===== config.mk =====
export PLATFORM = sky130hd
export DESIGN_NAME = temp_monitor_core
export DESIGN_NICKNAME = d
export VERILOG_FILES = /design/src/verilog/temp_monitor_pkg.sv /design/src/verilog/temp_monitor_core.sv
export SDC_FILE = /design/constraint.sdc
export NUM_CORES = 1
export LEC_CHECK = 0
export BUFFER_PORTS_ARGS = -buffer_cell sky130_fd_sc_hd__buf_2
export CAP_MARGIN = 15
export CORE_MARGIN = 3
export CORE_UTILIZATION = 69
export DETAILED_ROUTE_END_ITERATION = 8
export PLACE_DENSITY = 0.89
export SLEW_MARGIN = 30
export SYNTH_ARGS = -nofsm -noshare
export SYNTH_HDL_FRONTEND = slang
export SYNTH_SLANG_ARGS = --single-unit

===== constraint.sdc =====
create_clock -name clk -period 17.2 [get_ports clk]
set_clock_uncertainty 0.15 [all_clocks]
set_input_delay 0.86 -clock clk [delete_from_list [all_inputs] [get_ports clk]]
set_output_delay 0.86 -clock clk [all_outputs]
set_load 0.03 [all_outputs]

===== src/verilog/temp_monitor_pkg.sv =====
/*
 * Shared constants, types and register map of the two-channel temperature monitor core.
 * Assumes a single 200 MHz clock domain; SMBus pins and the standby pin arrive asynchronously.
 */
// What this block does
// - Convert continuously, alternating local and remote channels
// - Local result keeps upper eight bits only
// - Remote result: 11 bits split over two registers
// - Add signed 11-bit correction to remote result
// - Correction registers reset to zero
// - High and low limits for both channels
// - Compare each result, flag every violated limit
// - Alert low while unmasked flag is set
// - Host controls standby, alert mask, conversion rate
// - Host reads back every register over SMBus
// - Measured values reset to minus 128 degrees
// - Normal power-up: fresh results before first comparison
// - Standby power-up: compare defaults, trip low flags
// - Leave standby, read status, clears if within limits
// - Average sixteen raw samples per stored result
// - Standby pin high is normal, low standby
// - One code step is one eighth degree
// - Saturate corrected remote result, never wrap
package temp_monitor_pkg;

    // Register pointer offsets (same offset for read and write)
    localparam logic [7:0] OFS_LOCAL_TEMP   = 8'h00;
    localparam logic [7:0] OFS_REMOTE_UPPER = 8'h01;
    localparam logic [7:0] OFS_STATUS       = 8'h02;
    localparam logic [7:0] OFS_CONFIG       = 8'h03;
    localparam logic [7:0] OFS_RATE         = 8'h04;
    localparam logic [7:0] OFS_LOCAL_HIGH   = 8'h05;
    localparam logic [7:0] OFS_LOCAL_LOW    = 8'h06;
    localparam logic [7:0] OFS_REM_HIGH_UP  = 8'h07;
    localparam logic [7:0] OFS_REM_LOW_UP   = 8'h08;
    localparam logic [7:0] OFS_REMOTE_LOWER = 8'h10;
    localparam logic [7:0] OFS_CORR_UPPER   = 8'h11;
    localparam logic [7:0] OFS_CORR_LOWER   = 8'h12;
    localparam logic [7:0] OFS_REM_HIGH_LO  = 8'h13;
    localparam logic [7:0] OFS_REM_LOW_LO   = 8'h14;

    // Reset values
    localparam logic [7:0]  RST_LOCAL_TEMP  = 8'h80;    // Minus 128 degrees
    localparam logic [10:0] RST_REMOTE_TEMP = 11'h400;  // Minus 128 degrees
    localparam logic [7:0]  RST_CORR        = 8'h00;
    localparam logic [7:0]  RST_CONFIG      = 8'h00;
    localparam logic [7:0]  RST_RATE        = 8'h07;
    localparam logic [7:0]  RST_LOCAL_HIGH  = 8'h7F;
    localparam logic [7:0]  RST_LOCAL_LOW   = 8'h00;
    localparam logic [10:0] RST_REM_HIGH    = 11'h3FF;
    localparam logic [10:0] RST_REM_LOW     = 11'h000;

    // Status and configuration bit positions
    localparam int ST_LOCAL_HIGH  = 6;
    localparam int ST_LOCAL_LOW   = 5;
    localparam int ST_REMOTE_HIGH = 4;
    localparam int ST_REMOTE_LOW  = 3;
    localparam int CFG_MASK_ALERT = 7;
    localparam int CFG_STANDBY    = 6;

    // Result arithmetic
    localparam int TEMP_W       = 11;  // Code width, 0.125 degree per step
    localparam int AVG_SHIFT    = 4;   // Sixteen samples per result
    localparam logic [3:0] AVG_LAST = 4'hF;

    // Timing
    localparam int CLK_PERIOD_NS     = 5;
    localparam int RATE_UNIT_NS      = 1000000;  // Shortest idle gap, 1 ms
    localparam int RATE_UNIT_CYCLES  = RATE_UNIT_NS / CLK_PERIOD_NS;
    localparam logic [1:0] START_SETTLE = 2'h3;  // Cycles to fill pin synchronisers

    // Raw sample from the converter front end
    typedef struct packed {
        logic                valid;
        logic [TEMP_W-1:0]   code;
    } raw_sample_s;

    // Conversion sequencer states, Gray from C_START through C_LOCAL and C_REMOTE to C_WAIT; C_WAIT back to C_LOCAL flips two bits
    typedef enum logic [2:0] {
        C_START  = 3'b000,
        C_LOCAL  = 3'b001,
        C_REMOTE = 3'b011,
        C_WAIT   = 3'b010,
        C_STANDBY_SELECT_N   = 3'b110
    } conv_e;

    // SMBus byte engine states
    typedef enum logic [2:0] {
        B_IDLE  = 3'b000,
        B_ADDR  = 3'b001,
        B_ACK   = 3'b011,
        B_WDATA = 3'b010,
        B_RDATA = 3'b110,
        B_RACK  = 3'b111
    } bus_e;

endpackage


===== src/verilog/temp_monitor_core.sv =====
/*
 * Two-channel temperature monitor core: conversion sequencer with 16-sample averaging,
 * remote correction with saturation, limit compare, sticky status, alert, SMBus slave.
 * Assumes raw samples arrive on clk from the front end; SMBus and standby pins are async.
 */
`timescale 1ns/1ps
module temp_monitor_core
    import temp_monitor_pkg::*;
#(
    parameter logic [6:0] SMBUS_ADDR  = 7'h4C,           // Arbitrary default address
    parameter int         RATE_CYCLES = RATE_UNIT_CYCLES // Shortest idle gap in cycles
) (
    // Clock and reset
    input  wire logic                        clk,
    input  wire logic                        sys_rst,
    // Front end
    input  wire temp_monitor_pkg::raw_sample_s raw_in,
    output logic                             chan_remote,
    // Standby pin
    input  wire logic                        standby_select_n,
    // SMBus clock and data
    input  wire logic                        scl_in,
    input  wire logic                        sda_in,
    output logic                             sda_out,
    output logic                             sda_oe,
    // Alert, open drain
    output logic                             alert_n_out,
    output logic                             alert_n_oe
);
    import temp_monitor_pkg::*;

    // Complete state of the block
    typedef struct packed {
        conv_e        cst;          // Sequencer state
        logic [1:0]   settle;       // Start-up settle counter
        logic [3:0]   nsamp;        // Samples taken this conversion
        logic [14:0]  acc;          // Averaging accumulator
        logic [31:0]  wait_cnt;     // Idle gap countdown
        logic [7:0]   local_temp;   // Local result
        logic [10:0]  remote_temp;  // Remote result
        logic [7:0]   corr_up;      // Correction upper byte
        logic [7:0]   corr_lo;      // Correction lower byte
        logic [7:0]   cfg;          // Configuration
        logic [7:0]   rate;         // Conversion rate code
        logic [7:0]   lim_lh;       // Local high limit
        logic [7:0]   lim_ll;       // Local low limit
        logic [10:0]  lim_rh;       // Remote high limit
        logic [10:0]  lim_rl;       // Remote low limit
        logic [7:0]   flags;        // Sticky status
        bus_e         bst;          // SMBus state
        logic [3:0]   bit_cnt;      // Bits in current byte
        logic [7:0]   shreg;        // SMBus shift register
        logic         is_read;      // Current transfer reads
        logic         got_ptr;      // Pointer byte received
        logic [7:0]   ptr;          // Register pointer
        logic         sda_drv;      // Pull SDA low
        logic         alert_drv;    // Pull alert low
        logic [1:0]   scl_s;        // SCL synchroniser
        logic [1:0]   sda_s;        // SDA synchroniser
        logic [1:0]   standby_select_n_s;       // Standby pin synchroniser
        logic         scl_prev;     // SCL last sample
        logic         sda_prev;     // SDA last sample
    } state_s;

    state_s state_q;  // Registered state
    state_s state_d;  // Next state

    // Signed compare of a result against a limit pair; returns {high, low}
    function automatic logic [1:0] limit_check(input logic [10:0] v,
                                               input logic [10:0] hi,
                                               input logic [10:0] lo);
        limit_check = {$signed(v) > $signed(hi), $signed(v) < $signed(lo)};
    endfunction

    // Read-back value at a pointer
    function automatic logic [7:0] read_reg(input logic [7:0] p, input state_s s);
        case (p)
            OFS_LOCAL_TEMP:   read_reg = s.local_temp;
            OFS_REMOTE_UPPER: read_reg = s.remote_temp[10:3];
            OFS_REMOTE_LOWER: read_reg = {s.remote_temp[2:0], 5'h00};
            OFS_STATUS:       read_reg = s.flags;
            OFS_CONFIG:       read_reg = s.cfg;
            OFS_RATE:         read_reg = s.rate;
            OFS_LOCAL_HIGH:   read_reg = s.lim_lh;
            OFS_LOCAL_LOW:    read_reg = s.lim_ll;
            OFS_REM_HIGH_UP:  read_reg = s.lim_rh[10:3];
            OFS_REM_LOW_UP:   read_reg = s.lim_rl[10:3];
            OFS_REM_HIGH_LO:  read_reg = {s.lim_rh[2:0], 5'h00};
            OFS_REM_LOW_LO:   read_reg = {s.lim_rl[2:0], 5'h00};
            OFS_CORR_UPPER:   read_reg = s.corr_up;
            OFS_CORR_LOWER:   read_reg = s.corr_lo;
            default:          read_reg = 8'h00;
        endcase
    endfunction

    logic         standby;      // Effective standby
    logic         scl_rise;     // SCL rising edge seen
    logic         scl_fall;     // SCL falling edge seen
    logic         bus_start;    // Start condition
    logic         bus_stop;     // Stop condition
    logic [14:0]  acc_sum;      // Accumulator including current sample
    logic [10:0]  avg;          // Sixteen-sample mean
    logic [12:0]  rem_sum;      // Mean plus correction, signed
    logic [10:0]  rem_new;      // Saturated remote result
    logic [7:0]   flag_set;     // Flags raised this cycle
    logic         flag_clr;     // Status read clears flags
    logic [7:0]   tx_byte;      // Byte loaded for transmit

    // Edge and condition detection on synchronised pins
    always_comb begin
        standby   = ~state_q.standby_select_n_s[1] | state_q.cfg[CFG_STANDBY];
        scl_rise  = state_q.scl_s[1] & ~state_q.scl_prev;
        scl_fall  = ~state_q.scl_s[1] & state_q.scl_prev;
        bus_start = state_q.scl_s[1] & state_q.scl_prev & state_q.sda_prev & ~state_q.sda_s[1];
        bus_stop  = state_q.scl_s[1] & state_q.scl_prev & ~state_q.sda_prev & state_q.sda_s[1];
    end

    // Averaging and remote correction arithmetic
    always_comb begin
        acc_sum = state_q.acc + {4'h0, raw_in.code};
        avg     = acc_sum[14:AVG_SHIFT];
        rem_sum = {2'b00, avg}
                + {{2{state_q.corr_up[7]}}, state_q.corr_up, state_q.corr_lo[7:5]};
        if ($signed(rem_sum) > $signed(13'h03FF)) begin
            rem_new = 11'h3FF;
        end else if ($signed(rem_sum) < $signed(13'h1C00)) begin
            rem_new = 11'h400;
        end else begin
            rem_new = rem_sum[10:0];
        end
    end

    // Next-state logic
    always_comb begin
        state_d  = state_q;
        flag_set = 8'h00;
        flag_clr = 1'b0;
        tx_byte  = read_reg(state_q.ptr, state_q);

        // Pin synchronisers
        state_d.scl_s    = {state_q.scl_s[0], scl_in};
        state_d.sda_s    = {state_q.sda_s[0], sda_in};
        state_d.standby_select_n_s   = {state_q.standby_select_n_s[0], standby_select_n};
        state_d.scl_prev = state_q.scl_s[1];
        state_d.sda_prev = state_q.sda_s[1];

        // Conversion sequencer
        case (state_q.cst)
            C_START: begin
                if (state_q.settle != START_SETTLE) begin
                    state_d.settle = state_q.settle + 2'h1;
                end else if (standby) begin
                    // Compare power-up defaults without converting
                    flag_set[ST_LOCAL_HIGH:ST_LOCAL_LOW] =
                        limit_check({state_q.local_temp, 3'h0},
                                    {state_q.lim_lh, 3'h0},
                                    {state_q.lim_ll, 3'h0});
                    flag_set[ST_REMOTE_HIGH:ST_REMOTE_LOW] =
                        limit_check(state_q.remote_temp, state_q.lim_rh,
                                    state_q.lim_rl);
                    state_d.cst = C_STANDBY_SELECT_N;
                end else begin
                    state_d.cst = C_LOCAL;
                end
            end
            C_LOCAL, C_REMOTE: begin
                if (raw_in.valid) begin
                    state_d.acc   = acc_sum;
                    state_d.nsamp = state_q.nsamp + 4'h1;
                    if (state_q.nsamp == AVG_LAST) begin
                        state_d.acc = 15'h0000;
                        if (state_q.cst == C_LOCAL) begin
                            state_d.local_temp = avg[10:3];
                            flag_set[ST_LOCAL_HIGH:ST_LOCAL_LOW] =
                                limit_check({avg[10:3], 3'h0},
                                            {state_q.lim_lh, 3'h0},
                                            {state_q.lim_ll, 3'h0});
                            state_d.cst = C_REMOTE;
                        end else begin
                            state_d.remote_temp = rem_new;
                            flag_set[ST_REMOTE_HIGH:ST_REMOTE_LOW] =
                                limit_check(rem_new, state_q.lim_rh,
                                            state_q.lim_rl);
                            state_d.wait_cnt = RATE_CYCLES << (3'h7 - state_q.rate[2:0]);
                            state_d.cst = C_WAIT;
                        end
                    end
                end
            end
            C_WAIT: begin
                if (standby) begin
                    state_d.cst = C_STANDBY_SELECT_N;
                end else if (state_q.wait_cnt == 32'h0) begin
                    state_d.cst = C_LOCAL;
                end else begin
                    state_d.wait_cnt = state_q.wait_cnt - 32'h1;
                end
            end
            C_STANDBY_SELECT_N: begin
                state_d.nsamp = 4'h0;
                state_d.acc   = 15'h0000;
                if (!standby) begin
                    state_d.cst = C_LOCAL;
                end
            end
            default: state_d.cst = C_START;
        endcase

        // SMBus byte engine
        if (bus_start) begin
            state_d.bst     = B_ADDR;
            state_d.bit_cnt = 4'h0;
            state_d.got_ptr = 1'b0;
            state_d.sda_drv = 1'b0;
        end else if (bus_stop) begin
            state_d.bst     = B_IDLE;
            state_d.sda_drv = 1'b0;
        end else begin
            case (state_q.bst)
                B_IDLE: state_d.sda_drv = 1'b0;
                B_ADDR, B_WDATA: begin
                    if (scl_rise) begin
                        state_d.shreg   = {state_q.shreg[6:0], state_q.sda_s[1]};
                        state_d.bit_cnt = state_q.bit_cnt + 4'h1;
                    end else if (scl_fall && state_q.bit_cnt == 4'h8) begin
                        state_d.bit_cnt = 4'h0;
                        if (state_q.bst == B_ADDR) begin
                            if (state_q.shreg[7:1] == SMBUS_ADDR) begin
                                state_d.is_read = state_q.shreg[0];
                                state_d.sda_drv = 1'b1;
                                state_d.bst     = B_ACK;
                            end else begin
                                state_d.bst = B_IDLE;
                            end
                        end else begin
                            state_d.sda_drv = 1'b1;
                            state_d.bst     = B_ACK;
                            if (!state_q.got_ptr) begin
                                state_d.ptr     = state_q.shreg;
                                state_d.got_ptr = 1'b1;
                            end else begin
                                case (state_q.ptr)
                                    OFS_CONFIG:      state_d.cfg     = state_q.shreg;
                                    OFS_RATE:        state_d.rate    = state_q.shreg;
                                    OFS_LOCAL_HIGH:  state_d.lim_lh  = state_q.shreg;
                                    OFS_LOCAL_LOW:   state_d.lim_ll  = state_q.shreg;
                                    OFS_REM_HIGH_UP: state_d.lim_rh[10:3] = state_q.shreg;
                                    OFS_REM_LOW_UP:  state_d.lim_rl[10:3] = state_q.shreg;
                                    OFS_REM_HIGH_LO: state_d.lim_rh[2:0]  = state_q.shreg[7:5];
                                    OFS_REM_LOW_LO:  state_d.lim_rl[2:0]  = state_q.shreg[7:5];
                                    OFS_CORR_UPPER:  state_d.corr_up = state_q.shreg;
                                    OFS_CORR_LOWER:  state_d.corr_lo = state_q.shreg;
                                    default: ;
                                endcase
                            end
                        end
                    end
                end
                B_ACK, B_RACK: begin
                    if (scl_rise && state_q.bst == B_RACK && state_q.sda_s[1]) begin
                        state_d.bst = B_IDLE;  // Master ended the read
                    end else if (scl_fall) begin
                        state_d.sda_drv = 1'b0;
                        if (state_q.is_read) begin
                            // Load next byte and present its first bit
                            flag_clr        = (state_q.ptr == OFS_STATUS);
                            state_d.shreg   = {tx_byte[6:0], 1'b0};
                            state_d.sda_drv = ~tx_byte[7];
                            state_d.bit_cnt = 4'h1;
                            state_d.bst     = B_RDATA;
                        end else begin
                            state_d.bst = B_WDATA;
                        end
                    end
                end
                B_RDATA: begin
                    if (scl_fall) begin
                        if (state_q.bit_cnt == 4'h8) begin
                            state_d.sda_drv = 1'b0;
                            state_d.bst     = B_RACK;
                        end else begin
                            state_d.sda_drv = ~state_q.shreg[7];
                            state_d.shreg   = {state_q.shreg[6:0], 1'b0};
                            state_d.bit_cnt = state_q.bit_cnt + 4'h1;
                        end
                    end
                end
                default: state_d.bst = B_IDLE;
            endcase
        end

        // Sticky flags; a new event wins over a status-read clear
        state_d.flags = (flag_clr ? 8'h00 : state_q.flags) | flag_set;
        state_d.alert_drv = (|state_d.flags) & ~state_q.cfg[CFG_MASK_ALERT];
        if (state_d.bst == B_IDLE) begin
            state_d.sda_drv = 1'b0;
        end
    end

    // State register with synchronous reset
    always_ff @(posedge clk) begin
        if (sys_rst) begin
            state_q             <= '0;
            state_q.cst         <= C_START;
            state_q.bst         <= B_IDLE;
            state_q.local_temp  <= RST_LOCAL_TEMP;
            state_q.remote_temp <= RST_REMOTE_TEMP;
            state_q.corr_up     <= RST_CORR;
            state_q.corr_lo     <= RST_CORR;
            state_q.cfg         <= RST_CONFIG;
            state_q.rate        <= RST_RATE;
            state_q.lim_lh      <= RST_LOCAL_HIGH;
            state_q.lim_ll      <= RST_LOCAL_LOW;
            state_q.lim_rh      <= RST_REM_HIGH;
            state_q.lim_rl      <= RST_REM_LOW;
            state_q.scl_s       <= 2'b11;
            state_q.sda_s       <= 2'b11;
            state_q.standby_select_n_s      <= 2'b11;
            state_q.scl_prev    <= 1'b1;
            state_q.sda_prev    <= 1'b1;
        end else begin
            state_q <= state_d;
        end
    end

    // Outputs
    always_comb begin
        chan_remote = (state_q.cst == C_REMOTE);
        sda_out     = 1'b0;
        sda_oe      = state_q.sda_drv;
        alert_n_out = 1'b0;
        alert_n_oe  = state_q.alert_drv;
    end

endmodule // temp_monitor_core


==> run metrics, run 1 <==
clock latency on the worst-skew pair between 400 and 500 ps; Reg clk slew, reported paths around 80 ps; Syn Area/Cell roughly 8.3 um^2; first-pass GRT wire length 52400 um; Worst Max-Slew Pin Slew between 900 and 1000 ps; Rows between 40 and 50; Remaining DRCs 0; Worst setup SP type primary input; hold buffers post-CTS 0; Synth top area share 31.43%; max_cap viols 0; core area ~17000 um^2; initial antenna violation count 0; largest family of logic cells by synthesized area simple AND/OR/NAND/NOR gates; Hold Vio Cnt, Final 0; Post-Synth Adder-Cell Area between 10 and 15%; Starting Density between 70% and 80%; vias in the first global route approximately 10000; CTS tree built; leading cell type by number of instances after synthesis dfxtp_1; largest net degree at the start of global routing 87; DIE AREA about 19000 um^2; # diodes 0; Initial DRC Count about 1300; Yosys cell types 90; achievable frequency 148.3 MHz; PD cells around 110 nW/um^2; gr usage total around a third; chip height 137.7 um; cell depth of the worst setup path 30; Root Buffer clkbuf_16; drt first pass iters 9; layout cells sized above 1 approximately 8%; WHS Path Cells 1; number of I/O port buffers 19; Hold Crit Class flip-flop to flip-flop; # IOs 22; vias post-DR between 10000 and 15000; Sink Count around 190; EDFF count, synth 0; fin crit period 6743 ps; Synth Cell Area 11970 um^2; RSZ-0062 raised after global routing false; overall routed net length between 30000 and 40000 um; placer congestion estimate 0.9650; VDD IR-drop max approximately 0.098 mV; Critical Path End Type flip-flop; Synth top cells by count dfxtp_1 (188), nor2_1 (176), a21oi_1 (108), ha_1 (108), nand2_1 (95); leakage power 5.111 nW; Area Overhead vs Synth 5.778%; cts bufs inserted 17; R2R cell count 29; Post-synth top flop dfxtp_1; via-per-instance ratio a little under 7; largest cells by area after synthesis dfxtp_1 (31%), ha_1 (11%), mux2i_1 (6.0%); sequential area share after synthesis 31.43%; Seq cells post-synth approximately 190; hpwl dp 23220 um; H-tree depth 4; CP most frequent cell o21ai_0; Antenna Violating Nets Remaining 0; dpl cells around 1600; post-synthesis async set-or-reset flop share 0%; Yosys Warn Count 0; Slew headroom 33.78%; worst path bufs/invs 4; simple-gate share of the synthesized area 21.14%; Worst path max stage delay between 400 and 500 ps; compound-cell area share of the yosys netlist between 20% and 30%; Worst EP required around 17000 ps; die span in x 137.7 um; Finished Layout Cells between 1500 and 2000; Overflow after GRT 0; Cells after Synth ~1400; Crit path max-delay family compound AO/OA/AOI/OAI gates; CP arrival just under 7000 ps; post-synthesis xor/xnor area fraction approximately 2.3%; CP Max Fanout 11; final setup TNS 0 ps; routed len/inst a little under 20 um; Final Setup Violations 0; Setup Fix Bufs, Post-CTS 0; Tcrit/Tclk final approximately two fifths; Setup CP Type primary input to flip-flop; Synth area leader dfxtp_1; # resized after CTS 0; outcome finished, final reports clean; clk buf depth 2; Final nets ~1500; Critical-path top delay cell o32ai_1; post-synthesis mux area share under 10%; max-slew violation count 0
==> cell type report <==
class | instances | area (um^2)
clock buffer | 17 | 425.4
inverter | 74 | 277.8
multi-input combinational | 1101 | 7614
clock inverter | 15 | 167.7
sequential | 188 | 3764
timing repair buffer | 25 | 142.6
tap | 220 | 275.3
fill | 1203 | 4094
==> per-stage QoR <==
stage | hold slack, ps | power [W] | cell area (um^2) | worst slack (ps) | utilization, %
after floorplan | 239.5 | 0.0008484 | 11980 | 10990 | -
after global placement | 246.8 | 0.0009206 | 12060 | 10450 | 71.97
after detailed placement | 252.4 | 0.0009365 | 12070 | 10240 | 72.03
after CTS | 279.6 | 0.001328 | 12660 | 10580 | 75.57
after global routing | 294.8 | 0.001410 | 12670 | 9954 | 75.57
final | 274.6 | 0.001336 | 12670 | 10460 | 75.57
==> flip-flops by register name (all words and copies together), names as in the netlist <==
register and flops:
state_q 181, state_d 5, alert_n_oe 1, sda_oe 1
==> worst reg2reg max path, delay by kind of cell, from the launching register on <==
kind	cells	cell delay [ps]
and+or+nand+nor	4	500
buffers and inverters	3	300
adders and majority gates	4	1230
AOI/OAI and AO/OA	17	3780
xor gates and xnor gates	1	240
DFF	1	340
==> logic make-up after synthesis <==
family          Yosys count
simple gates            496
compound gates          379
flops                   188
buf+inv                 152
fa+ha+maj               110
mux                      83
xor+xnor                 31
other cells               1
==> routing by layer <==
layer / share of wire [%] / GRT usage [%] / vias up
met1: 42 / 47.64 / 5193
met3: 10 / 7.085 / 109
met4: 3.8 / 14.43 / 0
met2: 44 / 53.44 / 640
li1: - / - / 5181
met5: 0 / 0 / -
==> final timing paths <==
| path | slack [ps] | startpoint | end |
|---|---|---|---|
| worst max-delay path | 10460 | raw_in[0] | alert_n_oe |
| worst max register to register | 10610 | state_q[164] | alert_n_oe |
| worst min register to register | 270 | state_d[3] | state_q[3] |
| worst min-delay path | 270 | state_d[3] | state_q[3] |
==> layout by cell type, fill, tap and decap left out, drive strengths merged, types with 8 or more instances in the layout <==
master / netlist / layout
buf: 23 / 25
or2: 12 / 12
nand4: 15 / 15
nor2: 177 / 177
and3: 17 / 17
o21ai: 77 / 77
xor2: 13 / 13
nor3: 32 / 32
a21oi: 108 / 108
a22o: 8 / 8
a22oi: 20 / 20
mux2i: 72 / 72
clkbuf: 55 / 17
nor2b: 15 / 15
ha: 108 / 108
a211oi: 23 / 23
a31oi: 24 / 24
a21o: 14 / 14
xnor2: 18 / 18
nand3: 33 / 33
nor4: 20 / 20
nand2: 96 / 96
dfxtp: 188 / 188
o21a: 12 / 12
nand2b: 21 / 21
o211ai: 19 / 19
mux4: 8 / 8
and2: 15 / 15
inv: 74 / 83
==> power by group <==
part | switching (W) | internal (W) | leakage, nW
clock network | 0.000201 | 0.000196 | 0.287
registers | 0.0000339 | 0.000463 | 1.52
logic | 0.000278 | 0.000164 | 3.31
Note: power is estimated with default switching activity, not from simulation.
==> inputs of run 2 (changes only) <==
- CORE_UTILIZATION: 69 -> 58
- PLACE_DENSITY: 0.89 -> 0.8
- clock period: 17.2 -> 5.8 ns (I/O delays scaled with it)
==> run metrics, run 2 (synthesized netlist as in run 1, its figures left out) <==
outcome finished, violations left; Reg clk slew, reported paths 70 ps (about the same); clk buf depth 2 (unchanged); setup ws final -92.38 ps (-10550 ps); Worst Max-Slew Pin Slew 962.1 ps (-31.21 ps); met3 usage 6.118% (-0.97 points); violated checks negative setup slack; VDD IR-drop max 0.2129 mV (+120%); Area Overhead vs Synth 12.68%; # IOs 22 (unchanged); dpl cells 1696 (+5.5%); fill count 1554 (+29%); Most Crowded Layer GR met2; number of flip-flops in the largest register 181 (unchanged); most common cell after layout, fill and taps aside dfxtp_1; routed len/inst 20.18 um (+1.5%); layout cells sized above 1 14.59% (+6.8 points); H-tree depth 4 (unchanged); CP Max Fanout 3 (-8); placer congestion estimate 0.9857 (+2.1%); leakage power 5.439 nW (+6.4%); number of I/O port buffers 19 (unchanged); fin crit period about 5900 ps; CP arrival 6050 ps (-910 ps); Sink Count 188 (unchanged); most frequent cells in the layout dfxtp_1 (187), nor2_1 (174), ha_1 (99); M1 GR Usage 41.54% (-6.1 points); Worst setup SP type flip-flop; PD cells 302.6 nW/um^2 (+190%); clock latency on the worst-skew pair 450 ps (about the same); Finished Layout Cells 1745 (+6.4%); Root Buffer clkbuf_16; RSZ-0062 raised after global routing true; first-pass GRT wire length 54530 um (+4.1%); Initial DRC Count 1397 (+9.4%); die span in x 149.7 um (+8.7%); DP Area 12450 um^2 (+3.1%); vias in the first global route 10395 (+1.6%); Final Setup Violations 2 (+2); Tcrit/Tclk final 101.6%; Remaining DRCs 0 (unchanged); CTS tree built; Final nets 1595 (+4.0%); Hold Vio Cnt, Final 0 (unchanged); Overflow after GRT 0 (unchanged); max_cap viols 0 (unchanged); hpwl dp 24030 um (+3.5%); Min Hold Slack 104.7 ps (-169.9 ps); DIE AREA 22400 um^2 (+18%); vias post-DR 11373 (+2.2%); Critical-path top delay cell or3_1; via-per-instance ratio 6.517 (-3.9%); register with the most flip-flops state_q; overall routed net length 35210 um (+8.0%); largest net degree at the start of global routing 69 (-21%); Antenna Violating Nets Remaining 0 (unchanged); Worst EP required 5950 ps (-11470 ps); chip height 149.7 um (+8.7%); Starting Density 60.34% (-11 points); Setup CP Type flip-flop to flip-flop; core area 19850 um^2 (+18%); Slew headroom 35.86% (+2.1 points); Worst path max stage delay 400 ps (-40 ps); CP most frequent cell ha_4; Critical Path End Type flip-flop; Hold Crit Class primary input to flip-flop; cts bufs inserted 17 (unchanged); # diodes 0 (unchanged); achievable frequency ~170 MHz; gr usage total 30.45% (-4.3 points); design area 13490 um^2 (+6.5%); initial antenna violation count 0 (unchanged); max-slew violation count 0 (unchanged); drt first pass iters 6 (-3); grt met2 use 47.69% (-5.8 points); Rows 51 (+8.5%)
[run 2: what timing repair did]
action,4_1_cts,5_1_grt
endpoints found under the setup margin,3,3
pin swaps,6,22
buffers inserted,4,9
hold endpoints to repair,3,0
hold buffers,3,0
cloned,2,0
resized for setup,11,60
[run 2: layout make-up]
cell class	instances	area (um^2)	share of cell area, %
clock buffer	17	425.4	3.153
clock inverter	14	148.9	1.104
inverter	74	280.3	2.077
multi-input combinational	1103	7931	58.79
sequential	188	3765	27.91
tap	265	331.6	2.458
timing repair buffer	84	609.3	4.516
[run 2: through the flow]
step / power [W] / setup TNS (ps) / util [%] / setup slack [ps]
floorplan: 0.002516 / 0 / - / 134.0
global placement: 0.002787 / -7.178 / 62.69 / -7.178
detailed placement: 0.002823 / -544.3 / 62.74 / -275.3
CTS: 0.003999 / 0 / 66.16 / 18.62
global route: 0.004287 / -564.1 / 67.98 / -228.1
finish: 0.004083 / -177.8 / 67.98 / -92.38
[run 2: power by group]
| group | internal (W) | switching [W] | leakage [nW] |
|---|---|---|---|
| Clock | 0.000610 | 0.000585 | 0.283 |
| Combinational | 0.000554 | 0.000860 | 3.64 |
| Sequential | 0.00137 | 0.000101 | 1.52 |
[run 2: path summary, 6_finish.rpt]
kind	endpoint	depth (start not counted)	startpoint	slack, ps
setup / recovery	state_q[38]	31	state_q[164]	-90
hold / removal	state_q[164]	4	raw_in[0]	100
setup reg to reg	state_q[38]	31	state_q[164]	-90
hold reg to reg	state_q[3]	1	state_d[3]	260
[run 2: worst max-delay path: cells and delay by family (launching register included)]
kind	cells	cell delay, ps
and+or+nand+nor	7	1150
adders and majority gates	4	1040
AOI/OAI and AO/OA	14	2230
buffers and inverters	5	560
xor gates and xnor gates	1	250
DFF	1	350
[run 2: per-layer routing]
metal / part of all wire [%] / wire length (um)
met1: 42 / 14870
met2: 45 / 15780
met3: 9.0 / 3179
met4: 3.9 / 1378
met5: 0 / 0
